===== src/pkg/sensor_hub_pkg.sv =====
// Shared constants, record layouts and types for the sensor hub parameter readout
package sensor_hub_pkg;

   // Time base: system clock and the 32 kHz timestamp tick
   localparam int unsigned SYS_CLK_HZ = 200_000_000;
   localparam int unsigned TICK_HZ = 32_000;
   // Cycles per tick, rounded down (exact at these rates)
   localparam int unsigned TICK_CYCLES = SYS_CLK_HZ / TICK_HZ;
   localparam logic [31:0] RST_TIME = 32'h0000_0000;

   // Parameter numbers served by the readout
   localparam logic [6:0] PARAM_TIMESTAMP = 7'h1E;
   localparam logic [6:0] PARAM_PHYS_STATUS = 7'h1F;
   localparam logic [6:0] PARAM_PHYS_PRESENT = 7'h20;
   localparam logic [6:0] PARAM_INFO_FIRST = 7'h21;
   localparam logic [6:0] PARAM_INFO_LAST = 7'h60;
   localparam logic [6:0] INFO_TYPE_BIAS = 7'h20;

   // Direct registers holding the last host interrupt time
   localparam logic [7:0] REG_IRQ_TS_FIRST = 8'h6C;
   localparam logic [7:0] REG_IRQ_TS_LAST = 8'h6F;
   localparam logic [7:0] RST_RDATA = 8'h00;

   // Valid byte counts of each record
   localparam logic [4:0] LEN_NONE = 5'h00;
   localparam logic [4:0] LEN_TIMESTAMP = 5'h08;
   localparam logic [4:0] LEN_STATUS = 5'h0F;
   localparam logic [4:0] LEN_PRESENT = 5'h08;
   localparam logic [4:0] LEN_INFO = 5'h10;

   // Flags byte fields
   localparam int unsigned FLAG_IRQ_BIT = 0;
   localparam int unsigned FLAG_MODE_LSB = 5;

   // Timestamp record byte positions
   localparam int unsigned TS_IRQ_BYTE = 0;
   localparam int unsigned TS_NOW_BYTE = 4;

   // Status record: sensor base bytes and offsets inside each group
   localparam int unsigned ST_ACC_BYTE = 0;
   localparam int unsigned ST_GYR_BYTE = 5;
   localparam int unsigned ST_MAG_BYTE = 10;
   localparam int unsigned ST_RATE_OFS = 0;
   localparam int unsigned ST_RANGE_OFS = 2;
   localparam int unsigned ST_FLAGS_OFS = 4;

   // Information record byte positions
   localparam int unsigned INF_TYPE_BYTE = 0;
   localparam int unsigned INF_DRV_ID_BYTE = 1;
   localparam int unsigned INF_DRV_VER_BYTE = 2;
   localparam int unsigned INF_CURRENT_BYTE = 3;
   localparam int unsigned INF_RANGE_BYTE = 4;
   localparam int unsigned INF_FLAGS_BYTE = 6;
   localparam int unsigned INF_RATE_BYTE = 8;
   localparam int unsigned INF_AXES_BYTE = 10;
   localparam int unsigned INF_MATRIX_BYTE = 11;
   localparam int unsigned MATRIX_ELEMS = 9;

   // Sensor power mode codes
   typedef enum logic [2:0] {
      PWR_ABSENT = 3'h0,
      PWR_DOWN = 3'h1,
      PWR_SUSPEND = 3'h2,
      PWR_SELF_TEST = 3'h3,
      PWR_MOTION_IRQ = 3'h4,
      PWR_ONE_SHOT = 3'h5,
      PWR_LOW_POWER = 3'h6,
      PWR_ACTIVE = 3'h7
   } pwr_mode_t;

   // One physical sensor's live settings
   typedef struct packed {
      logic [15:0] rate_hz;
      logic [15:0] range;
      logic irq_en;
      pwr_mode_t mode;
   } sensor_stat_t;

   // The three core physical sensors
   typedef struct packed {
      sensor_stat_t accel;
      sensor_stat_t gyro;
      sensor_stat_t mag;
   } phys_status_t;

   // Descriptor of one physical sensor for the information record
   typedef struct packed {
      logic [7:0] driver_id;
      logic [7:0] driver_ver;
      logic [7:0] current;
      logic [15:0] range;
      logic irq_en;
      pwr_mode_t mode;
      logic [15:0] rate_hz;
      logic [7:0] axes;
      logic [MATRIX_ELEMS-1:0][3:0] matrix;
   } info_attr_t;

   // Sixteen-byte read buffer, byte 0 in the low lane
   typedef logic [15:0][7:0] param_buf_t;

   // Flags byte: interrupt enable low, power mode on top, middle reserved
   function automatic logic [7:0] flags_byte(input logic irq_en, input pwr_mode_t mode);
      logic [7:0] f;
      f = 8'h00;
      f[FLAG_IRQ_BIT] = irq_en;
      f[FLAG_MODE_LSB +: 3] = mode;
      return f;
   endfunction

endpackage


===== src/core/sensor_hub_param_readout.sv =====
// Read-only system parameter readout of the sensor hub: timestamps, status, presence, info
//
// Function
// - Timestamp parameter: last interrupt and now
// - Interrupt time: 32 bits, LSB first, 32 kHz
// - Current time in bytes 4-7, read-only
// - Interrupt time also in registers 0x6C-0x6F
// - Status record: accelerometer rate, range, flags
// - Status record: gyroscope at bytes 5-9
// - Status record: magnetometer at bytes 10-14
// - Flags: irq enable bit 0, mode bits 5-7
// - Power mode codes zero to seven defined
// - 64-bit bitmap, bit per present sensor
// - Bitmap bit 0 of byte 0 upward
// - Parameters 33-96 return present sensor's info
// - Absent sensor: info record all zeros
// - Info byte 0: parameter number minus 32
// - Info bytes 1-2: driver id, version
// - Info bytes 4-5: dynamic range, 16 bit
// - Info byte 6 flags; byte 7 reserved
// - Info bytes 8-9: sample rate in hertz
// - Info byte 10: number of axes
// - Info bytes 11-15: matrix nibbles, in order
`timescale 1ns/10ps
module sensor_hub_param_readout
   import sensor_hub_pkg::*;
#(
   // Cycles per 32 kHz tick; shorten for simulation
   parameter int unsigned TICK_CYCLES_P = TICK_CYCLES
)
(
   input wire logic sys_clk,
   input wire logic arst_n,
   // Host interrupt raised, one-cycle pulse
   input wire logic host_irq_evt,
   // Parameter read request and answer
   input wire logic param_rd_req,
   input wire logic [6:0] param_num,
   output logic param_rd_done,
   output logic param_rd_err,
   output logic [4:0] param_len,
   output param_buf_t param_buf,
   // Direct register read port
   input wire logic reg_rd_en,
   input wire logic [7:0] reg_addr,
   output logic reg_rd_valid,
   output logic [7:0] reg_rdata,
   // Live sensor state from the hub's own logic
   input wire phys_status_t phys_status,
   input wire logic [63:0] present_map,
   // Descriptor lookup for the information record
   output logic [6:0] info_sel_id,
   input wire info_attr_t info_attr,
   // Running system time
   output logic [31:0] now_time
);

   // Request sequencer states, Gray along idle, fetch, done
   typedef enum logic [1:0] {
      ST_IDLE = 2'b00,
      ST_FETCH = 2'b01,
      ST_DONE = 2'b11
   } rd_state_t;

   rd_state_t state_ff; // Sequencer state
   rd_state_t nxt_state; // Next sequencer state
   logic [15:0] cyc_ff; // Prescaler toward one tick
   logic [31:0] now_ff; // Present system time in ticks
   logic [31:0] irq_ts_ff; // Time of the last host interrupt
   logic [6:0] req_num_ff; // Parameter number being served
   logic [6:0] sel_id_ff; // Physical sensor id of the request
   param_buf_t buf_ff; // Assembled record
   logic [4:0] len_ff; // Valid bytes in the record
   logic err_ff; // Unknown parameter flag
   logic [7:0] rdata_ff; // Direct register read data
   logic rvalid_ff; // Direct register read answer
   logic tick_wrap; // Prescaler at its last cycle
   logic is_info; // Request falls in the info range
   logic present_hit; // Addressed sensor is fitted
   param_buf_t info_rec; // Packed information record
   param_buf_t status_rec; // Packed physical status record
   param_buf_t ts_rec; // Packed timestamp record

   // Range test used for both the decode and the checks
   function automatic logic in_info_range(input logic [6:0] num);
      return (num >= PARAM_INFO_FIRST) && (num <= PARAM_INFO_LAST);
   endfunction

   // Prescaler wraps on the same edge that advances the tick
   assign tick_wrap = (cyc_ff == 16'(TICK_CYCLES_P - 1));

   // Prescaler: divides the system clock down to the 32 kHz tick
   always_ff @(posedge sys_clk or negedge arst_n)
   begin
      if (!arst_n)
      begin
         cyc_ff <= 16'h0000;
      end
      else if (tick_wrap)
      begin
         cyc_ff <= 16'h0000;
      end
      else
      begin
         cyc_ff <= cyc_ff + 16'h0001;
      end
   end

   // System time counts ticks; wraps silently after 2^32 ticks
   always_ff @(posedge sys_clk or negedge arst_n)
   begin
      if (!arst_n)
      begin
         now_ff <= RST_TIME;
      end
      else if (tick_wrap)
      begin
         now_ff <= now_ff + 32'h0000_0001;
      end
   end

   // Snapshot of time at each host interrupt; old time wins on a tick edge
   always_ff @(posedge sys_clk or negedge arst_n)
   begin
      if (!arst_n)
      begin
         irq_ts_ff <= RST_TIME;
      end
      else if (host_irq_evt)
      begin
         irq_ts_ff <= now_ff;
      end
   end

   assign now_time = now_ff;

   // Sequencer: one request in flight, others ignored while busy
   always_comb
   begin
      nxt_state = state_ff;
      unique case (state_ff)
         ST_IDLE:
         begin
            if (param_rd_req)
            begin
               nxt_state = ST_FETCH;
            end
         end
         ST_FETCH:
         begin
            nxt_state = ST_DONE;
         end
         ST_DONE:
         begin
            nxt_state = ST_IDLE;
         end
         default:
         begin
            // Illegal code 2'b10 recovers to idle
            nxt_state = ST_IDLE;
         end
      endcase
   end

   // Sequencer state register
   always_ff @(posedge sys_clk or negedge arst_n)
   begin
      if (!arst_n)
      begin
         state_ff <= ST_IDLE;
      end
      else
      begin
         state_ff <= nxt_state;
      end
   end

   // Request capture; sensor id is the parameter number less the bias
   always_ff @(posedge sys_clk or negedge arst_n)
   begin
      if (!arst_n)
      begin
         req_num_ff <= 7'h00;
         sel_id_ff <= 7'h00;
      end
      else if ((state_ff == ST_IDLE) && param_rd_req)
      begin
         req_num_ff <= param_num;
         sel_id_ff <= 7'(param_num - INFO_TYPE_BIAS);
      end
   end

   // Lookup index stands from capture until the next request
   assign info_sel_id = sel_id_ff;
   assign is_info = in_info_range(req_num_ff);
   // Id 64 has no bitmap bit and reads as absent
   assign present_hit = is_info && (sel_id_ff[6] == 1'b0) && present_map[sel_id_ff[5:0]];

   // Information record packer
   sensor_info_packer sensor_info_packer_i (
      .param_num (req_num_ff),
      .present (present_hit),
      .attr (info_attr),
      .record (info_rec)
   );

   // Timestamp record: interrupt time then present time, low byte first
   always_comb
   begin
      ts_rec = '0;
      for (int b = 0; b < 4; b++)
      begin
         ts_rec[TS_IRQ_BYTE + b] = irq_ts_ff[8 * b +: 8];
         ts_rec[TS_NOW_BYTE + b] = now_ff[8 * b +: 8];
      end
   end

   // Physical status record: three groups of rate, range, flags
   always_comb
   begin
      status_rec = '0;
      status_rec[ST_ACC_BYTE + ST_RATE_OFS] = phys_status.accel.rate_hz[7:0];
      status_rec[ST_ACC_BYTE + ST_RATE_OFS + 1] = phys_status.accel.rate_hz[15:8];
      status_rec[ST_ACC_BYTE + ST_RANGE_OFS] = phys_status.accel.range[7:0];
      status_rec[ST_ACC_BYTE + ST_RANGE_OFS + 1] = phys_status.accel.range[15:8];
      status_rec[ST_ACC_BYTE + ST_FLAGS_OFS] = flags_byte(phys_status.accel.irq_en, phys_status.accel.mode);
      status_rec[ST_GYR_BYTE + ST_RATE_OFS] = phys_status.gyro.rate_hz[7:0];
      status_rec[ST_GYR_BYTE + ST_RATE_OFS + 1] = phys_status.gyro.rate_hz[15:8];
      status_rec[ST_GYR_BYTE + ST_RANGE_OFS] = phys_status.gyro.range[7:0];
      status_rec[ST_GYR_BYTE + ST_RANGE_OFS + 1] = phys_status.gyro.range[15:8];
      status_rec[ST_GYR_BYTE + ST_FLAGS_OFS] = flags_byte(phys_status.gyro.irq_en, phys_status.gyro.mode);
      status_rec[ST_MAG_BYTE + ST_RATE_OFS] = phys_status.mag.rate_hz[7:0];
      status_rec[ST_MAG_BYTE + ST_RATE_OFS + 1] = phys_status.mag.rate_hz[15:8];
      status_rec[ST_MAG_BYTE + ST_RANGE_OFS] = phys_status.mag.range[7:0];
      status_rec[ST_MAG_BYTE + ST_RANGE_OFS + 1] = phys_status.mag.range[15:8];
      status_rec[ST_MAG_BYTE + ST_FLAGS_OFS] = flags_byte(phys_status.mag.irq_en, phys_status.mag.mode);
   end

   // Record load in the fetch cycle; buffer holds until the next fetch
   always_ff @(posedge sys_clk or negedge arst_n)
   begin
      if (!arst_n)
      begin
         buf_ff <= '0;
         len_ff <= LEN_NONE;
         err_ff <= 1'b0;
      end
      else if (state_ff == ST_FETCH)
      begin
         err_ff <= 1'b0;
         if (req_num_ff == PARAM_TIMESTAMP)
         begin
            buf_ff <= ts_rec;
            len_ff <= LEN_TIMESTAMP;
         end
         else if (req_num_ff == PARAM_PHYS_STATUS)
         begin
            buf_ff <= status_rec;
            len_ff <= LEN_STATUS;
         end
         else if (req_num_ff == PARAM_PHYS_PRESENT)
         begin
            // Bit n of the map is bit n%8 of byte n/8
            buf_ff <= {64'h0, present_map};
            len_ff <= LEN_PRESENT;
         end
         else if (is_info)
         begin
            buf_ff <= info_rec;
            len_ff <= LEN_INFO;
         end
         else
         begin
            // Not a parameter of this block: empty answer, error flagged
            buf_ff <= '0;
            len_ff <= LEN_NONE;
            err_ff <= 1'b1;
         end
      end
   end

   assign param_rd_done = (state_ff == ST_DONE);
   assign param_rd_err = err_ff;
   assign param_len = len_ff;
   assign param_buf = buf_ff;

   // Direct register read: one byte of the interrupt time, next cycle
   always_ff @(posedge sys_clk or negedge arst_n)
   begin
      if (!arst_n)
      begin
         rdata_ff <= RST_RDATA;
         rvalid_ff <= 1'b0;
      end
      else
      begin
         rvalid_ff <= reg_rd_en;
         if (reg_rd_en && (reg_addr >= REG_IRQ_TS_FIRST) && (reg_addr <= REG_IRQ_TS_LAST))
         begin
            rdata_ff <= irq_ts_ff[8 * reg_addr[1:0] +: 8];
         end
         else if (reg_rd_en)
         begin
            // Any other address reads zero
            rdata_ff <= RST_RDATA;
         end
      end
   end

   assign reg_rd_valid = rvalid_ff;
   assign reg_rdata = rdata_ff;
endmodule


===== src/core/sensor_info_packer.sv =====
// Packs one physical sensor descriptor into the sixteen-byte information record
`timescale 1ns/10ps
module sensor_info_packer
   import sensor_hub_pkg::*;
(
   input wire logic [6:0] param_num,
   input wire logic present,
   input wire info_attr_t attr,
   output param_buf_t record
);

   // Record built from the descriptor and parameter number; zero when the sensor is absent
   always_comb
   begin
      record = '0;
      if (present)
      begin
         record[INF_TYPE_BYTE] = {1'b0, 7'(param_num - INFO_TYPE_BIAS)};
         record[INF_DRV_ID_BYTE] = attr.driver_id;
         record[INF_DRV_VER_BYTE] = attr.driver_ver;
         record[INF_CURRENT_BYTE] = attr.current;
         // Low byte at the lower index
         record[INF_RANGE_BYTE] = attr.range[7:0];
         record[INF_RANGE_BYTE + 1] = attr.range[15:8];
         // Reserved bits 1-4 stay zero; byte 7 reserved
         record[INF_FLAGS_BYTE] = flags_byte(attr.irq_en, attr.mode);
         record[INF_RATE_BYTE] = attr.rate_hz[7:0];
         record[INF_RATE_BYTE + 1] = attr.rate_hz[15:8];
         record[INF_AXES_BYTE] = attr.axes;
         // Element n lands in nibble n, low nibble of a byte first
         for (int i = 0; i < MATRIX_ELEMS; i++)
         begin
            record[INF_MATRIX_BYTE + i / 2][4 * (i % 2) +: 4] = attr.matrix[i];
         end
      end
      // Absent sensor leaves every byte zero
   end

endmodule


===== config.mk =====
export PLATFORM = sky130hd
export DESIGN_NAME = sensor_hub_param_readout
export DESIGN_NICKNAME = d
export VERILOG_FILES = /design/src/pkg/sensor_hub_pkg.sv /design/src/core/sensor_hub_param_readout.sv /design/src/core/sensor_info_packer.sv
export SDC_FILE = /design/constraint.sdc
export NUM_CORES = 1
export LEC_CHECK = 0
export ABC_AREA = 1
export BUFFER_PORTS_ARGS = -buffer_cell sky130_fd_sc_hd__clkbuf_2
export CORE_AREA = 2 2 187 189
export CTS_CLUSTER_DIAMETER = 80
export DETAILED_ROUTE_END_ITERATION = 12
export DIE_AREA = 0 0 189 191
export GPL_ROUTABILITY_DRIVEN = 0
export PLACE_DENSITY = 0.66
export SYNTH_ARGS = -nofsm -noshare
export SYNTH_HDL_FRONTEND = slang
export SYNTH_HIERARCHICAL = 1
export SYNTH_SLANG_ARGS = --single-unit
export TNS_END_PERCENT = 5

===== constraint.sdc =====
create_clock -name sys_clk -period 3.05 [get_ports sys_clk]
set_input_delay 0.915 -clock sys_clk [delete_from_list [all_inputs] [get_ports sys_clk]]
set_output_delay 0.915 -clock sys_clk [all_outputs]
set_load 0.05 [all_outputs]

==> flow_summary.html, run 1 <==
<table>
<tr><th>Metric</th><th>Value</th></tr>
<tr><th colspan="2">Worst setup path</th></tr>
<tr><td>Setup crit end</td><td>param_buf[34]$_DFFE_PN0P_</td></tr>
<tr><td>CP Class</td><td>reg2reg</td></tr>
<tr><td>Critical path data required time</td><td>3.53 ns</td></tr>
<tr><td>Reg-to-reg endpoint</td><td>param_buf[34]$_DFFE_PN0P_</td></tr>
<tr><td>Biggest fanout along the worst timing path</td><td>14</td></tr>
<tr><td>Kind of end point of the critical path</td><td>register</td></tr>
<tr><td>Worst setup SP type</td><td>register</td></tr>
<tr><td>Arrival @ worst endpoint</td><td>3.28 ns</td></tr>
<tr><td>Worst Reg2Reg Path Length in Cells</td><td>21</td></tr>
<tr><td>Flop2flop setup slack</td><td>0.26 ns</td></tr>
<tr><td>Timing startpoint of the critical path</td><td>req_num_ff[0]$_DFFE_PN0P_</td></tr>
<tr><td>Worst reg2reg startpoint</td><td>req_num_ff[0]$_DFFE_PN0P_</td></tr>
<tr><th colspan="2">Synth</th></tr>
<tr><td>Proportion of synthesized area in mux cells</td><td>0.165%</td></tr>
<tr><td>Warning count from the yosys run</td><td>6</td></tr>
<tr><td>Simple-gate share of the synthesized area</td><td>32.0%</td></tr>
<tr><td>Share of synthesized registers carrying an async set or reset</td><td>100%</td></tr>
<tr><td>Share of synthesized cell area in full adder, half adder and majority cells</td><td>0.275%</td></tr>
<tr><td>Most area-hungry cell type in the Yosys netlist</td><td>dfrtp_1</td></tr>
<tr><td>Avg Synthesized Cell Area</td><td>6.94 um^2</td></tr>
<tr><td>Number of synthesized register bits</td><td>232</td></tr>
<tr><td>Share of the synthesized area in compound gates (AO/OA/AOI/OAI)</td><td>10.8%</td></tr>
<tr><td>Parity-gate share of the synthesized area counting xor and xnor cells</td><td>1.99%</td></tr>
<tr><td>Share of the synthesized area in the top cell type</td><td>42.6%</td></tr>
<tr><td>Biggest area contributors in the synthesized netlist</td><td>dfrtp_1 43%, nand2_1 21%, inv_1 6.6%</td></tr>
<tr><td>Unique masters post-synth</td><td>37</td></tr>
<tr><td>Synth Flop Type</td><td>dfrtp_1</td></tr>
<tr><td>Top cells by count, synth</td><td>777 x nand2_1, 240 x inv_1, 232 x dfrtp_1</td></tr>
<tr><td>Dominant combinational cell family by area after synthesis</td><td>simple AND/OR/NAND/NOR gates</td></tr>
<tr><td>Library cell with the highest instance count after synthesis</td><td>nand2_1</td></tr>
<tr><td>Count of flip-flops with a built-in enable after synthesis</td><td>0</td></tr>
<tr><td>Post-synthesis instance total</td><td>1963</td></tr>
<tr><td>Share of synthesized area occupied by flip-flops and latches</td><td>42.6%</td></tr>
<tr><td>Post-synthesis instance area</td><td>13600 um^2</td></tr>
<tr><th colspan="2">Timing</th></tr>
<tr><td>Endpoints failing setup</td><td>0</td></tr>
<tr><td>Highest achievable clock rate</td><td>358 MHz</td></tr>
<tr><td>Number of hold-slack violations in the final timing report</td><td>0</td></tr>
<tr><td>Ratio of final minimum period to clock period</td><td>91.6%</td></tr>
<tr><td>Slew at the pin closest to its max-slew limit</td><td>0.958 ns</td></tr>
<tr><td>Setup repair after global routing missed its margin</td><td>false</td></tr>
<tr><td>Clock skew after layout</td><td>0.0191 ns</td></tr>
<tr><td>Count of pins over their slew limit</td><td>0</td></tr>
<tr><td>Worst max-slew margin expressed relative to the limit</td><td>36.1%</td></tr>
<tr><td>Post-layout minimum cycle time</td><td>2.79 ns</td></tr>
<tr><td>Setup TNS</td><td>0 ns</td></tr>
<tr><th colspan="2">Floorplan</th></tr>
<tr><td>Core box area</td><td>34100 um^2</td></tr>
<tr><td>Die span in x</td><td>189 um</td></tr>
<tr><td>I/O pins</td><td>479</td></tr>
<tr><td>Initial Util</td><td>39.9%</td></tr>
<tr><td>Cell row count</td><td>68</td></tr>
<tr><td>DIE HEIGHT</td><td>191 um</td></tr>
<tr><td>DIE AREA</td><td>36100 um^2</td></tr>
<tr><th colspan="2">Clock tree</th></tr>
<tr><td>TritonCTS Buffers</td><td>28</td></tr>
<tr><td>Resize count post-CTS</td><td>0</td></tr>
<tr><td># clock sinks</td><td>232</td></tr>
<tr><td>Library cell used as clock root buffer</td><td>clkbuf_16</td></tr>
<tr><td>TritonCTS clock tree</td><td>done</td></tr>
<tr><td>Hold buffer count at cts</td><td>0</td></tr>
<tr><td>Clock Tree Buf Depth</td><td>3</td></tr>
<tr><td>Clock-pin slew on the worst setup and hold paths</td><td>0.06 ns</td></tr>
<tr><td>Number of levels the H-tree was split into</td><td>1</td></tr>
<tr><td>Buffer count from post-CTS setup fixing</td><td>0</td></tr>
<tr><td>Latest clock arrival within the worst-skew pair</td><td>0.56 ns</td></tr>
<tr><th colspan="2">Drt</th></tr>
<tr><td>DRC</td><td>0</td></tr>
<tr><td>Residual antenna-violating net count after detailed routing</td><td>0</td></tr>
<tr><td>Total vias in the final route</td><td>15137</td></tr>
<tr><td>Sum of routed wire length over all layers</td><td>58.8 mm</td></tr>
<tr><td>Vias per std cell</td><td>5.27</td></tr>
<tr><td>DRC violation total after the first TritonRoute iteration</td><td>1285</td></tr>
<tr><td>First drt pass iteration count</td><td>6</td></tr>
<tr><td>WL per Instance</td><td>20.5 um</td></tr>
<tr><th colspan="2">Placement</th></tr>
<tr><td>Post-DP HPWL</td><td>44.7 mm</td></tr>
<tr><td>Count of port buffers added during placement</td><td>478</td></tr>
<tr><th colspan="2">GRT</th></tr>
<tr><td>Number of global-route vias before repair</td><td>14524</td></tr>
<tr><td>Grt total ovfl</td><td>0</td></tr>
<tr><td>First-pass GRT wire length</td><td>87.4 mm</td></tr>
<tr><td>Tot GR Track Use</td><td>31.6%</td></tr>
<tr><td>Maximum number of pins on one net before global-route repair</td><td>130</td></tr>
<tr><td>Antenna violations before repair</td><td>7</td></tr>
<tr><th colspan="2">Run status</th></tr>
<tr><td>Outcome</td><td>complete, no violations</td></tr>
<tr><th colspan="2">Pwr</th></tr>
<tr><td>Portion of total power attributed to combinational logic</td><td>53.1%</td></tr>
<tr><td>Net switching power of the design</td><td>8.41 mW</td></tr>
<tr><td>Maximum ir drop on the vdd rail</td><td>0.550 mV</td></tr>
<tr><td>Pwr/cell area</td><td>938 nW/um^2</td></tr>
<tr><td>Part of the total power dissipated in the clock network</td><td>20.6%</td></tr>
<tr><td>Fraction of power spent switching nets</td><td>52.0%</td></tr>
<tr><td>Internal Power</td><td>7.75 mW</td></tr>
<tr><td>Leakage</td><td>9.83 nW</td></tr>
<tr><td>Portion of total power attributed to sequential cells</td><td>26.3%</td></tr>
<tr><th colspan="2">Flow run</th></tr>
<tr><td>Max Cap Violations</td><td>0</td></tr>
<tr><th colspan="2">Layout</th></tr>
<tr><td>Area growth syn-to-layout</td><td>26.4%</td></tr>
<tr><td>Number of nets at the end of the flow</td><td>2690</td></tr>
<tr><td>Finished Core Util</td><td>50.5%</td></tr>
<tr><td>Layout cell share with drive strength beyond 1</td><td>24.0%</td></tr>
<tr><th colspan="2">Min path</th></tr>
<tr><td>Hold Path Class</td><td>in2async</td></tr>
</table>
-- cell families (layout without fill, tap and decap cells) --
kind of cell	Yosys count	after routing
AND/OR/NAND/NOR	1069	1069
buffers and inverters	376	807
AO/OA/AOI/OAI	249	249
flip-flops	232	232
XOR/XNOR	31	31
adder cells (fa/ha/maj)	3	3
multiplexers	2	2
other	1	24
-- worst max-delay path, cell delays in order (launching register included) --
cell	delay, ns
dfrtp_1	0.47
inv_2	0.16
buf_4	0.23
nand2_1	0.08
nand3_1	0.18
nand2_1	0.09
nand2_1	0.06
nand2_1	0.06
nand2_1	0.05
nand2_1	0.05
inv_1	0.04
nand2_1	0.04
nand2_1	0.05
nand2_1	0.08
nor2_4	0.25
buf_4	0.30
nand2_1	0.08
inv_1	0.07
nand2_1	0.07
o21ai_0	0.12
o22ai_1	0.09
inv_1	0.08
-- worst min-delay path by stage --
stage                                    start                    endpoint  slack [ns]
floorplan              state_ff[1]$_DFFE_PN0P_     state_ff[0]$_DFFE_PN0P_        0.44
global placement    param_buf[120]$_DFFE_PN0P_  param_buf[120]$_DFFE_PN0P_        0.46
detailed placement   param_buf[49]$_DFFE_PN0P_   param_buf[49]$_DFFE_PN0P_        0.47
CTS                                     arst_n    param_buf[6]$_DFFE_PN0P_        0.28
global route                            arst_n  param_buf[101]$_DFFE_PN0P_        0.29
finish                                  arst_n   param_buf[96]$_DFFE_PN0P_        0.27
-- metal layers --
layer,GRT usage (%),part of all wire [%],up-vias
li1,-,-,7037
met1,39.4,38,7099
met2,53.4,48,860
met3,4.99,8.7,139
met4,15.6,5.3,2
met5,0,0.015,-
-- state kept, by name, summed over array words and instances, names as in the netlist --
signal and cells:
info_sel_id 2, now_time 32, reg_rd_valid 1, param_buf 128, reg_rdata 8, req_num_ff 7
state_ff 2, param_len 3, param_rd_err 1, irq_ts_ff 32, cyc_ff 16
-- area by class of cell --
cell class,instances,area [um^2]
fillers,3482,16900
multi-input cells,1371,6250
flip-flops and latches,232,5810
repair buffers,514,2760
inverters,244,923
clock buffers,39,813
well taps,455,569
clock inverters,10,85.1
diodes,7,17.5
-- layout by cell type (no fill, tap or decap), drive strengths merged, types with 25 or more instances in the layout --
master	n
nand2	781
clkbuf	516
o21ai	111
nand4	31
nor2	85
buf	37
nor3	29
dfrtp	232
o2111ai	29
inv	244
a22oi	25
a21oi	57
nand3	129
-- power by group through the flow --
stage | Combinational [mW] | Sequential, mW | Clock, mW
after detailed placement | 8.50 | 4.27 | 0
after floorplan | 4.20 | 6.12 | 0
after CTS | 8.52 | 4.23 | 3.36
after global routing | 9.28 | 4.31 | 3.48
after global placement | 8.44 | 4.26 | 0
final | 8.58 | 4.25 | 3.33
-- stage by stage --
stage               setup slack (ns)  std cells  cell area (um^2)  power [mW]  hold WS [ns]
floorplan                      0.610       1979             13700        10.3         0.443
global placement               0.139       2816             16300        12.7         0.463
detailed placement             0.131       2816             16300        12.8         0.465
CTS                            0.270       2865             17200        16.1         0.278
global route                  0.0548       2871             17200        17.1         0.292
finish                         0.257       2872             17200        16.2         0.271
Power figures use the tool's default switching activity.
==> run 2: changes to the inputs <==
Settings changed: RECOVER_POWER set to 100.
==> run 2 against run 1 <==
  * The flow now finishes with violations (capacitance limit, slew limit)
  * Via count fell by 0.13%
  * Combinational power fell by 2.4%
  * Flip-flop and latch count did not move
==> flow_summary.html, run 2 (synthesized netlist as in run 1, its figures left out) <==
<table>
<tr><th>Metric</th><th>Value</th></tr>
<tr><th colspan="2">Floorplan</th></tr>
<tr><td>DIE HEIGHT</td><td>191 um (unchanged)</td></tr>
<tr><td>I/O pins</td><td>479 (unchanged)</td></tr>
<tr><td>Initial Util</td><td>39.9% (unchanged)</td></tr>
<tr><td>Core box area</td><td>34100 um^2 (unchanged)</td></tr>
<tr><td>DIE AREA</td><td>36100 um^2 (unchanged)</td></tr>
<tr><td>Die span in x</td><td>189 um (unchanged)</td></tr>
<tr><td>Cell row count</td><td>68 (unchanged)</td></tr>
<tr><th colspan="2">GRT</th></tr>
<tr><td>Antenna violations before repair</td><td>7 (unchanged)</td></tr>
<tr><td>Grt total ovfl</td><td>0 (unchanged)</td></tr>
<tr><td>Number of global-route vias before repair</td><td>14524 (unchanged)</td></tr>
<tr><td>First-pass GRT wire length</td><td>87.4 mm (unchanged)</td></tr>
<tr><td>Tot GR Track Use</td><td>31.6% (unchanged)</td></tr>
<tr><td>Maximum number of pins on one net before global-route repair</td><td>130 (unchanged)</td></tr>
<tr><th colspan="2">Layout</th></tr>
<tr><td>Finished Core Util</td><td>49.6% (-0.94 points)</td></tr>
<tr><td>Area growth syn-to-layout</td><td>24.1%</td></tr>
<tr><td>Number of nets at the end of the flow</td><td>2690 (unchanged)</td></tr>
<tr><td>Layout cell share with drive strength beyond 1</td><td>16.0% (-8.0 points)</td></tr>
<tr><td>Most common library cell in the layout ignoring fill and taps</td><td>nand2_1</td></tr>
<tr><td>Final Non-Filler Cells</td><td>2872 (unchanged)</td></tr>
<tr><td>Max FFs per register</td><td>128 (unchanged)</td></tr>
<tr><td>Most used cells in the layout excluding fill and tap cells</td><td>777 x nand2_1, 299 x clkbuf_2, 239 x inv_1</td></tr>
<tr><th colspan="2">Run status</th></tr>
<tr><td>Outcome</td><td>finished, violations left</td></tr>
<tr><td>Violations in the final reports</td><td>capacitance limit, slew limit</td></tr>
<tr><th colspan="2">Clock tree</th></tr>
<tr><td>TritonCTS clock tree</td><td>done</td></tr>
<tr><td>Hold buffer count at cts</td><td>0 (unchanged)</td></tr>
<tr><td>Buffer count from post-CTS setup fixing</td><td>0 (unchanged)</td></tr>
<tr><td># clock sinks</td><td>232 (unchanged)</td></tr>
<tr><td>Clock Tree Buf Depth</td><td>3 (unchanged)</td></tr>
<tr><td>Number of levels the H-tree was split into</td><td>1 (unchanged)</td></tr>
<tr><td>Latest clock arrival within the worst-skew pair</td><td>0.56 ns (about the same)</td></tr>
<tr><td>Resize count post-CTS</td><td>0 (unchanged)</td></tr>
<tr><td>Library cell used as clock root buffer</td><td>clkbuf_16</td></tr>
<tr><td>TritonCTS Buffers</td><td>28 (unchanged)</td></tr>
<tr><td>Clock-pin slew on the worst setup and hold paths</td><td>0.06 ns (about the same)</td></tr>
<tr><th colspan="2">Pwr</th></tr>
<tr><td>Net switching power of the design</td><td>8.39 mW (-0.24%)</td></tr>
<tr><td>Part of the total power dissipated in the clock network</td><td>20.9% (+0.3 points)</td></tr>
<tr><td>Leakage</td><td>9.17 nW (-6.8%)</td></tr>
<tr><td>Fraction of power spent switching nets</td><td>52.7% (+0.60 points)</td></tr>
<tr><td>Portion of total power attributed to combinational logic</td><td>52.5% (-0.6 points)</td></tr>
<tr><td>Maximum ir drop on the vdd rail</td><td>0.550 mV (about the same)</td></tr>
<tr><td>Power, Total</td><td>15.9 mW (-1.4%)</td></tr>
<tr><td>Portion of total power attributed to sequential cells</td><td>26.6% (+0.3 points)</td></tr>
<tr><td>Internal Power</td><td>7.54 mW (-2.6%)</td></tr>
<tr><td>Pwr/cell area</td><td>942 nW/um^2 (+0.49%)</td></tr>
<tr><th colspan="2">Worst setup path</th></tr>
<tr><td>Most prevalent standard cell on the critical path</td><td>nand2_1</td></tr>
<tr><td>Critical path's slowest cell</td><td>dfrtp_1</td></tr>
<tr><td>Delay of the slowest cell on the worst path</td><td>0.47 ns (about the same)</td></tr>
<tr><td>CP Class</td><td>reg2reg</td></tr>
<tr><td>Family of cells with the greatest summed delay on the critical path</td><td>simple AND/OR/NAND/NOR gates</td></tr>
<tr><td>Worst setup SP type</td><td>register</td></tr>
<tr><td>Biggest fanout along the worst timing path</td><td>19 (+5)</td></tr>
<tr><td>Critical path data required time</td><td>3.54 ns (about the same)</td></tr>
<tr><td>Arrival @ worst endpoint</td><td>3.32 ns (+0.04 ns)</td></tr>
<tr><td>Worst path buffer plus inverter count</td><td>6 (unchanged)</td></tr>
<tr><td>List of cells traversed by the critical path</td><td>inv_2 &gt; buf_4 &gt; nand2_1 &gt; nand3_1 &gt; nand2_1 &gt; nand2_1 &gt; nand2_1 &gt; nand2_1 &gt; nand2_1 &gt; inv_1 &gt; nand2_1 &gt; nand2_1 &gt; nand2_1 &gt; nor2_4 &gt; buf_12 &gt; clkbuf_2 &gt; nand2_1 &gt; inv_1 &gt; nand3_1 &gt; nand2_1</td></tr>
<tr><td>Kind of end point of the critical path</td><td>register</td></tr>
<tr><th colspan="2">Timing</th></tr>
<tr><td>Setup TNS</td><td>0 ns (unchanged)</td></tr>
<tr><td>Endpoints failing setup</td><td>0 (unchanged)</td></tr>
<tr><td>Number of hold-slack violations in the final timing report</td><td>0 (unchanged)</td></tr>
<tr><td>Highest achievable clock rate</td><td>353 MHz (-1.4%)</td></tr>
<tr><td>Count of pins over their slew limit</td><td>102 (+102)</td></tr>
<tr><td>PnR worst setup slack</td><td>0.216 ns (-0.0402 ns)</td></tr>
<tr><td>Slew at the pin closest to its max-slew limit</td><td>1.97 ns (+1.01 ns)</td></tr>
<tr><td>Setup repair after global routing missed its margin</td><td>false</td></tr>
<tr><td>Post-layout minimum cycle time</td><td>2.83 ns (+0.0402 ns)</td></tr>
<tr><td>Ratio of final minimum period to clock period</td><td>92.9% (+1.3 points)</td></tr>
<tr><td>Worst max-slew margin expressed relative to the limit</td><td>-31.1% (-67 points)</td></tr>
<tr><td>Clock skew after layout</td><td>0.0209 ns (+0.00184 ns)</td></tr>
<tr><th colspan="2">Min path</th></tr>
<tr><td>Hold Path Class</td><td>in2async</td></tr>
<tr><th colspan="2">Drt</th></tr>
<tr><td>Sum of routed wire length over all layers</td><td>58.9 mm (+0.14%)</td></tr>
<tr><td>WL per Instance</td><td>20.5 um (+0.14%)</td></tr>
<tr><td>DRC violation total after the first TritonRoute iteration</td><td>1295 (+0.78%)</td></tr>
<tr><td>Residual antenna-violating net count after detailed routing</td><td>0 (unchanged)</td></tr>
<tr><td>DRC</td><td>0 (unchanged)</td></tr>
<tr><td>Total vias in the final route</td><td>15117 (-0.13%)</td></tr>
<tr><td>First drt pass iteration count</td><td>5 (-1)</td></tr>
<tr><td>Vias per std cell</td><td>5.26 (-0.13%)</td></tr>
<tr><th colspan="2">Placement</th></tr>
<tr><td>Setup WS pre-CTS</td><td>0.131 ns (unchanged)</td></tr>
<tr><td>Cells after DPL</td><td>2816 (unchanged)</td></tr>
<tr><td>Post-DP HPWL</td><td>44.7 mm (unchanged)</td></tr>
<tr><td>Count of port buffers added during placement</td><td>478 (unchanged)</td></tr>
<tr><th colspan="2">Flow run</th></tr>
<tr><td>Max Cap Violations</td><td>2 (+2)</td></tr>
</table>
run 2: cell type report:
cell class / instances / area [um^2]
fill: 3587 / 17200
multi-input combinational: 1371 / 6240
sequential: 232 / 5810
timing repair buffer: 514 / 2450
inverter: 244 / 921
clock buffer: 39 / 813
tap: 455 / 569
clock inverter: 10 / 85.1
antenna: 7 / 17.5
run 2: power by group through the flow:
stage	sequential [mW]	combinational, mW	clock (mW)
6_report	4.24	8.37	3.32
5_1_grt	4.30	9.07	3.48
4_1_cts	4.23	8.52	3.36
3_5_place_dp	4.27	8.50	0
3_3_place_gp	4.26	8.44	0
2_1_floorplan	6.12	4.20	0
run 2: worst reg2reg max path, cell delays in order, from the launching register on:
cell and delay (ns):
dfrtp_1 0.47, inv_2 0.16, buf_4 0.24, nand2_1 0.09, nand3_1 0.18, nand2_1 0.09, nand2_1 0.06, nand2_1 0.06
nand2_1 0.05, nand2_1 0.05, inv_1 0.04, nand2_1 0.04, nand2_1 0.05, nand2_1 0.08, nor2_4 0.24, buf_12 0.20
clkbuf_2 0.32, nand2_1 0.09, inv_1 0.06, nand3_1 0.09, nand2_1 0.11
run 2: final timing paths:
check / startpoint / end / slack [ns] / cells past startpoint
worst max-delay path: req_num_ff[0]$_DFFE_PN0P_ / param_buf[120]$_DFFE_PN0P_ / 0.22 / 20
worst min-delay path: arst_n / param_buf[96]$_DFFE_PN0P_ / 0.26 / 1
worst max register to register: req_num_ff[0]$_DFFE_PN0P_ / param_buf[120]$_DFFE_PN0P_ / 0.22 / 20
worst min register to register: param_buf[115]$_DFFE_PN0P_ / param_buf[115]$_DFFE_PN0P_ / 0.48 / 2
max in group asynchronous: arst_n / now_time[24]$_DFFE_PN0N_ / 0.40 / 2
min in group sys_clk: param_buf[115]$_DFFE_PN0P_ / param_buf[115]$_DFFE_PN0P_ / 0.48 / 2
run 2: routing by layer:
metal,vias to the layer above,global-route usage (%),share of wire (%)
li1,7029,-,-
met1,7147,39.4,38
met2,802,53.4,48
met3,137,4.99,8.3
met4,2,15.6,5.2
met5,-,0,0.015
run 2: per-stage QoR:
| step | hold WS (ns) | area (um^2) |
|---|---|---|
| finish | 0.261 | 16900 |
| global route | 0.279 | 16900 |
| CTS | 0.278 | 17200 |
| detailed placement | 0.465 | 16300 |
| global placement | 0.463 | 16300 |
| floorplan | 0.443 | 13700 |
==> run 3: changes to the inputs <==
Settings changed: PLACE_DENSITY 0.66 to 0.69, SYNTH_HIERARCHICAL 1 to not set.
Clock period 3.05 ns to 2.35 ns, I/O delays scaled along.
==> run 3 against run 2 <==
  * The run still ends with capacitance limit, slew limit left
  * Synthesized cell count increased by 3.3%
  * Design area increased by 6.5%
  * Sequential share of layout area decreased by 2.7 points
  * Routed wire length increased by 0.79%
  * Final cell count increased by 3.1%
  * Worst hold slack improved by 0.11 ns
  * Area after synthesis increased by 1.2%
  * Clock skew increased by 0.022 ns
  * Critical path depth decreased by 19
  * First-iteration DRC count decreased by 3.4%
  * Die area unchanged
  * Sequential power increased by 38%
  * Largest power group unchanged
==> flow_summary.html, run 3 <==
<table>
<tr><th>Metric</th><th>Value</th></tr>
<tr><th colspan="2">Timing</th></tr>
<tr><td>Ratio of final minimum period to clock period</td><td>97.4%</td></tr>
<tr><td>Slew at the pin closest to its max-slew limit</td><td>1.63 ns (-0.337 ns)</td></tr>
<tr><td>Setup repair after global routing missed its margin</td><td>true</td></tr>
<tr><td>Endpoints failing setup</td><td>0 (unchanged)</td></tr>
<tr><td>Count of pins over their slew limit</td><td>52 (-49%)</td></tr>
<tr><td>Post-layout minimum cycle time</td><td>2.29 ns</td></tr>
<tr><td>Highest achievable clock rate</td><td>437 MHz</td></tr>
<tr><td>Number of hold-slack violations in the final timing report</td><td>0 (unchanged)</td></tr>
<tr><td>Worst max-slew margin expressed relative to the limit</td><td>-8.69% (+22 points)</td></tr>
<tr><td>PnR worst setup slack</td><td>0.0619 ns (-0.154 ns)</td></tr>
<tr><td>Clock skew after layout</td><td>0.0426 ns (+0.0217 ns)</td></tr>
<tr><td>Setup TNS</td><td>0 ns (unchanged)</td></tr>
<tr><th colspan="2">Floorplan</th></tr>
<tr><td>DIE AREA</td><td>36100 um^2 (unchanged)</td></tr>
<tr><td>I/O pins</td><td>479 (unchanged)</td></tr>
<tr><td>Die span in x</td><td>189 um (unchanged)</td></tr>
<tr><td>Core box area</td><td>34100 um^2 (unchanged)</td></tr>
<tr><td>Initial Util</td><td>40.4% (+0.47 points)</td></tr>
<tr><td>DIE HEIGHT</td><td>191 um (unchanged)</td></tr>
<tr><td>Cell row count</td><td>68 (unchanged)</td></tr>
<tr><th colspan="2">Worst setup path</th></tr>
<tr><td>Worst path buffer plus inverter count</td><td>1 (-5)</td></tr>
<tr><td>Critical path data required time</td><td>1.64 ns (-1.90 ns)</td></tr>
<tr><td>Biggest fanout along the worst timing path</td><td>7 (-12)</td></tr>
<tr><td>Kind of end point of the critical path</td><td>output port</td></tr>
<tr><td>Family of cells with the greatest summed delay on the critical path</td><td>flip-flops</td></tr>
<tr><td>Arrival @ worst endpoint</td><td>1.58 ns (-1.74 ns)</td></tr>
<tr><td>Worst setup SP type</td><td>register</td></tr>
<tr><td>CP Class</td><td>reg2out</td></tr>
<tr><td>Delay of the slowest cell on the worst path</td><td>0.65 ns (+0.18 ns)</td></tr>
<tr><td>Critical path's slowest cell</td><td>dfrtp_1</td></tr>
<tr><td>List of cells traversed by the critical path</td><td>clkbuf_2</td></tr>
<tr><th colspan="2">Synth</th></tr>
<tr><td>Share of synthesized registers carrying an async set or reset</td><td>100% (unchanged)</td></tr>
<tr><td>Avg Synthesized Cell Area</td><td>6.80 um^2 (-2.0%)</td></tr>
<tr><td>Most area-hungry cell type in the Yosys netlist</td><td>dfrtp_1</td></tr>
<tr><td>Unique masters post-synth</td><td>42 (+14%)</td></tr>
<tr><td>Share of synthesized area occupied by flip-flops and latches</td><td>41.4% (-1.2 points)</td></tr>
<tr><td>Number of synthesized register bits</td><td>228 (-1.7%)</td></tr>
<tr><td>Biggest area contributors in the synthesized netlist</td><td>dfrtp_1 41%, nand2_1 17%, nor2_1 7.2%</td></tr>
<tr><td>Share of the synthesized area in the top cell type</td><td>41.4% (-1.2 points)</td></tr>
<tr><td>Post-synthesis instance area</td><td>13800 um^2 (+1.2%)</td></tr>
<tr><td>Synth Flop Type</td><td>dfrtp_1</td></tr>
<tr><td>Warning count from the yosys run</td><td>0 (-6)</td></tr>
<tr><td>Top cells by count, synth</td><td>639 x nand2_1, 264 x nor2_1, 228 x dfrtp_1</td></tr>
<tr><td>Post-synthesis instance total</td><td>2027 (+3.3%)</td></tr>
<tr><td>Count of flip-flops with a built-in enable after synthesis</td><td>0 (unchanged)</td></tr>
<tr><td>Library cell with the highest instance count after synthesis</td><td>nand2_1</td></tr>
<tr><th colspan="2">Flow run</th></tr>
<tr><td>Max Cap Violations</td><td>1 (-1)</td></tr>
<tr><th colspan="2">Pwr</th></tr>
<tr><td>Leakage</td><td>9.99 nW (+9.0%)</td></tr>
<tr><td>Portion of total power attributed to sequential cells</td><td>24.5% (-2.1 points)</td></tr>
<tr><td>Part of the total power dissipated in the clock network</td><td>18.1% (-2.8 points)</td></tr>
<tr><td>Internal Power</td><td>11.3 mW (+50%)</td></tr>
<tr><td>Maximum ir drop on the vdd rail</td><td>0.865 mV (+57%)</td></tr>
<tr><td>Portion of total power attributed to combinational logic</td><td>57.4% (+4.9 points)</td></tr>
<tr><td>Fraction of power spent switching nets</td><td>52.6% (about the same)</td></tr>
<tr><td>Net switching power of the design</td><td>12.6 mW (+50%)</td></tr>
<tr><td>Pwr/cell area</td><td>1320 nW/um^2 (+41%)</td></tr>
<tr><th colspan="2">Run status</th></tr>
<tr><td>Outcome</td><td>finished, violations left</td></tr>
<tr><td>Violations in the final reports</td><td>capacitance limit, slew limit</td></tr>
<tr><th colspan="2">Drt</th></tr>
<tr><td>WL per Instance</td><td>20.1 um (-2.2%)</td></tr>
<tr><td>First drt pass iteration count</td><td>8 (+3)</td></tr>
<tr><td>Sum of routed wire length over all layers</td><td>59.4 mm (+0.79%)</td></tr>
<tr><td>DRC</td><td>0 (unchanged)</td></tr>
<tr><td>Vias per std cell</td><td>5.33 (+1.2%)</td></tr>
<tr><td>Total vias in the final route</td><td>15762 (+4.3%)</td></tr>
<tr><td>Residual antenna-violating net count after detailed routing</td><td>0 (unchanged)</td></tr>
<tr><td>DRC violation total after the first TritonRoute iteration</td><td>1251 (-3.4%)</td></tr>
<tr><th colspan="2">Clock tree</th></tr>
<tr><td># clock sinks</td><td>228 (-1.7%)</td></tr>
<tr><td>Clock-pin slew on the worst setup and hold paths</td><td>0.06 ns (about the same)</td></tr>
<tr><td>TritonCTS clock tree</td><td>done</td></tr>
<tr><td>TritonCTS Buffers</td><td>27 (-3.6%)</td></tr>
<tr><td>Latest clock arrival within the worst-skew pair</td><td>0.57 ns (about the same)</td></tr>
<tr><td>Library cell used as clock root buffer</td><td>clkbuf_16</td></tr>
<tr><td>Clock Tree Buf Depth</td><td>3 (unchanged)</td></tr>
<tr><td>Number of levels the H-tree was split into</td><td>1 (unchanged)</td></tr>
<tr><th colspan="2">GRT</th></tr>
<tr><td>First-pass GRT wire length</td><td>87.2 mm (-0.14%)</td></tr>
<tr><td>Number of global-route vias before repair</td><td>14819 (+2.0%)</td></tr>
<tr><td>Antenna violations before repair</td><td>3 (-4)</td></tr>
<tr><td>Tot GR Track Use</td><td>31.3% (-0.34 points)</td></tr>
<tr><td>Grt total ovfl</td><td>0 (unchanged)</td></tr>
<tr><td>Maximum number of pins on one net before global-route repair</td><td>115 (-12%)</td></tr>
<tr><th colspan="2">Layout</th></tr>
<tr><td>Fill cell total of the finished layout</td><td>3430 (-4.4%)</td></tr>
<tr><td>Most used cells in the layout excluding fill and tap cells</td><td>632 x nand2_1, 468 x clkbuf_2, 261 x nor2_1</td></tr>
<tr><td>Number of nets at the end of the flow</td><td>2782 (+3.4%)</td></tr>
<tr><td>Layout cell share with drive strength beyond 1</td><td>24.8% (+8.9 points)</td></tr>
<tr><td>Max FFs per register</td><td>124 (-3.1%)</td></tr>
<tr><td>Most common library cell in the layout ignoring fill and taps</td><td>nand2_1</td></tr>
<tr><td>Area growth syn-to-layout</td><td>30.6%</td></tr>
<tr><td>Final Non-Filler Cells</td><td>2960 (+3.1%)</td></tr>
<tr><th colspan="2">Placement</th></tr>
<tr><td>Cells after DPL</td><td>2896 (+2.8%)</td></tr>
<tr><td>Count of port buffers added during placement</td><td>474 (-0.84%)</td></tr>
<tr><td>Setup WS pre-CTS</td><td>-0.0664 ns (-0.198 ns)</td></tr>
<tr><td>Post-DP HPWL</td><td>44.9 mm (+0.44%)</td></tr>
<tr><th colspan="2">Min path</th></tr>
<tr><td>Hold Path Class</td><td>in2reg</td></tr>
</table>
==> run 3: changes by cell type in the layout (fill, tap and decap cells not counted), moves of 86 or more <==
cell and change:
nor2_1 +180, nand4_1 +86, nand2_1 -145, clkbuf_1 -178
clkbuf_2 +169, nand3_1 -87
==> run 3: area by class of cell <==
class / instances / area (um^2) / share of cell area, %
multi-input combinational: 1433 / 6620 / 36.8
sequential: 228 / 5710 / 31.7
timing repair buffer: 556 / 3300 / 18.3
inverter: 235 / 897 / 4.98
clock buffer: 35 / 736 / 4.09
tap: 455 / 569 / 3.16
clock inverter: 13 / 166 / 0.924
antenna: 5 / 12.5 / 0.0695
==> run 3: cell families after synthesis <==
family / count (synthesis) / synth area share (%)
buffers and inverters: 369 / 11.1
AOI/OAI and AO/OA: 232 / 9.58
other: 1 / 0.0272
xor gates and xnor gates: 35 / 2.22
DFF: 228 / 41.4
adders and majority gates: 5 / 0.454
and+or+nand+nor: 1157 / 35.3
==> run 3: worst paths after layout <==
check                                                from  cells after the start  slack (ns)                    endpoint
worst max-delay path             now_time[26]$_DFFE_PN0N_                      1        0.06                now_time[26]
max in group asynchronous                          arst_n                      2        0.27  param_buf[123]$_DFFE_PN0P_
worst min register to register  param_buf[89]$_DFFE_PN0P_                      2        0.48   param_buf[89]$_DFFE_PN0P_
worst min-delay path                         param_num[6]                      2        0.37  info_sel_id[6]$_DFFE_PN0P_
worst max register to register  req_num_ff[1]$_DFFE_PN0P_                     15        0.07   param_buf[23]$_DFFE_PN0P_
min in group asynchronous                          arst_n                      1        0.55      reg_rd_valid$_DFF_PN0_
==> run 3: what timing repair did <==
item	4_1_cts	5_1_grt
gates cloned	0	4
endpoints found under the setup margin	4	106
buffers inserted	0	7
pin swaps	0	3
hold buffers	0	0
gates resized for setup	2	21
==> run 3: layer usage <==
metal	share of wire (%)	track usage [%]	wire [um]	up-vias
met5	0	0	0	-
li1	-	-	-	7390
met4	5.4	14.7	3200	0
met1	38	38.4	22400	7303
met2	48	53.1	28300	919
met3	9.3	6.15	5510	150
==> run 3: power by group through the flow <==
stage                     registers (mW)  logic (mW)  clock network (mW)
after floorplan                     9.03        5.60                   0
final                               5.85        13.7                4.31
after global routing                5.95        14.6                4.54
after detailed placement            5.85        12.9                   0
after global placement              5.86        12.7                   0
after CTS                           5.82        12.9                4.39
==> run 3: worst register-to-register path: stages (launching register included) <==
cell and delay (ns):
dfrtp_2 0.48, buf_4 0.17, buf_4 0.15, a21oi_1 0.10, o21ai_0 0.11, nand2_1 0.10
nand2_1 0.07, nand2_1 0.09, nand3_1 0.09, nand2_1 0.12, nand2_4 0.11, buf_12 0.20
nand4_1 0.09, nand2_1 0.15, nand2_1 0.10, nand2_1 0.05
==> run 3: stage by stage <==
stage	hold slack [ns]	utilization (%)	area (um^2)	power, mW
4_1_cts	0.0826	52.3	17900	23.1
5_1_grt	0.360	52.8	18000	25.0
6_report	0.369	52.8	18000	23.8
3_3_place_gp	0.463	49.7	16900	18.6
2_1_floorplan	0.409	-	13800	14.6
3_5_place_dp	0.470	49.7	16900	18.7
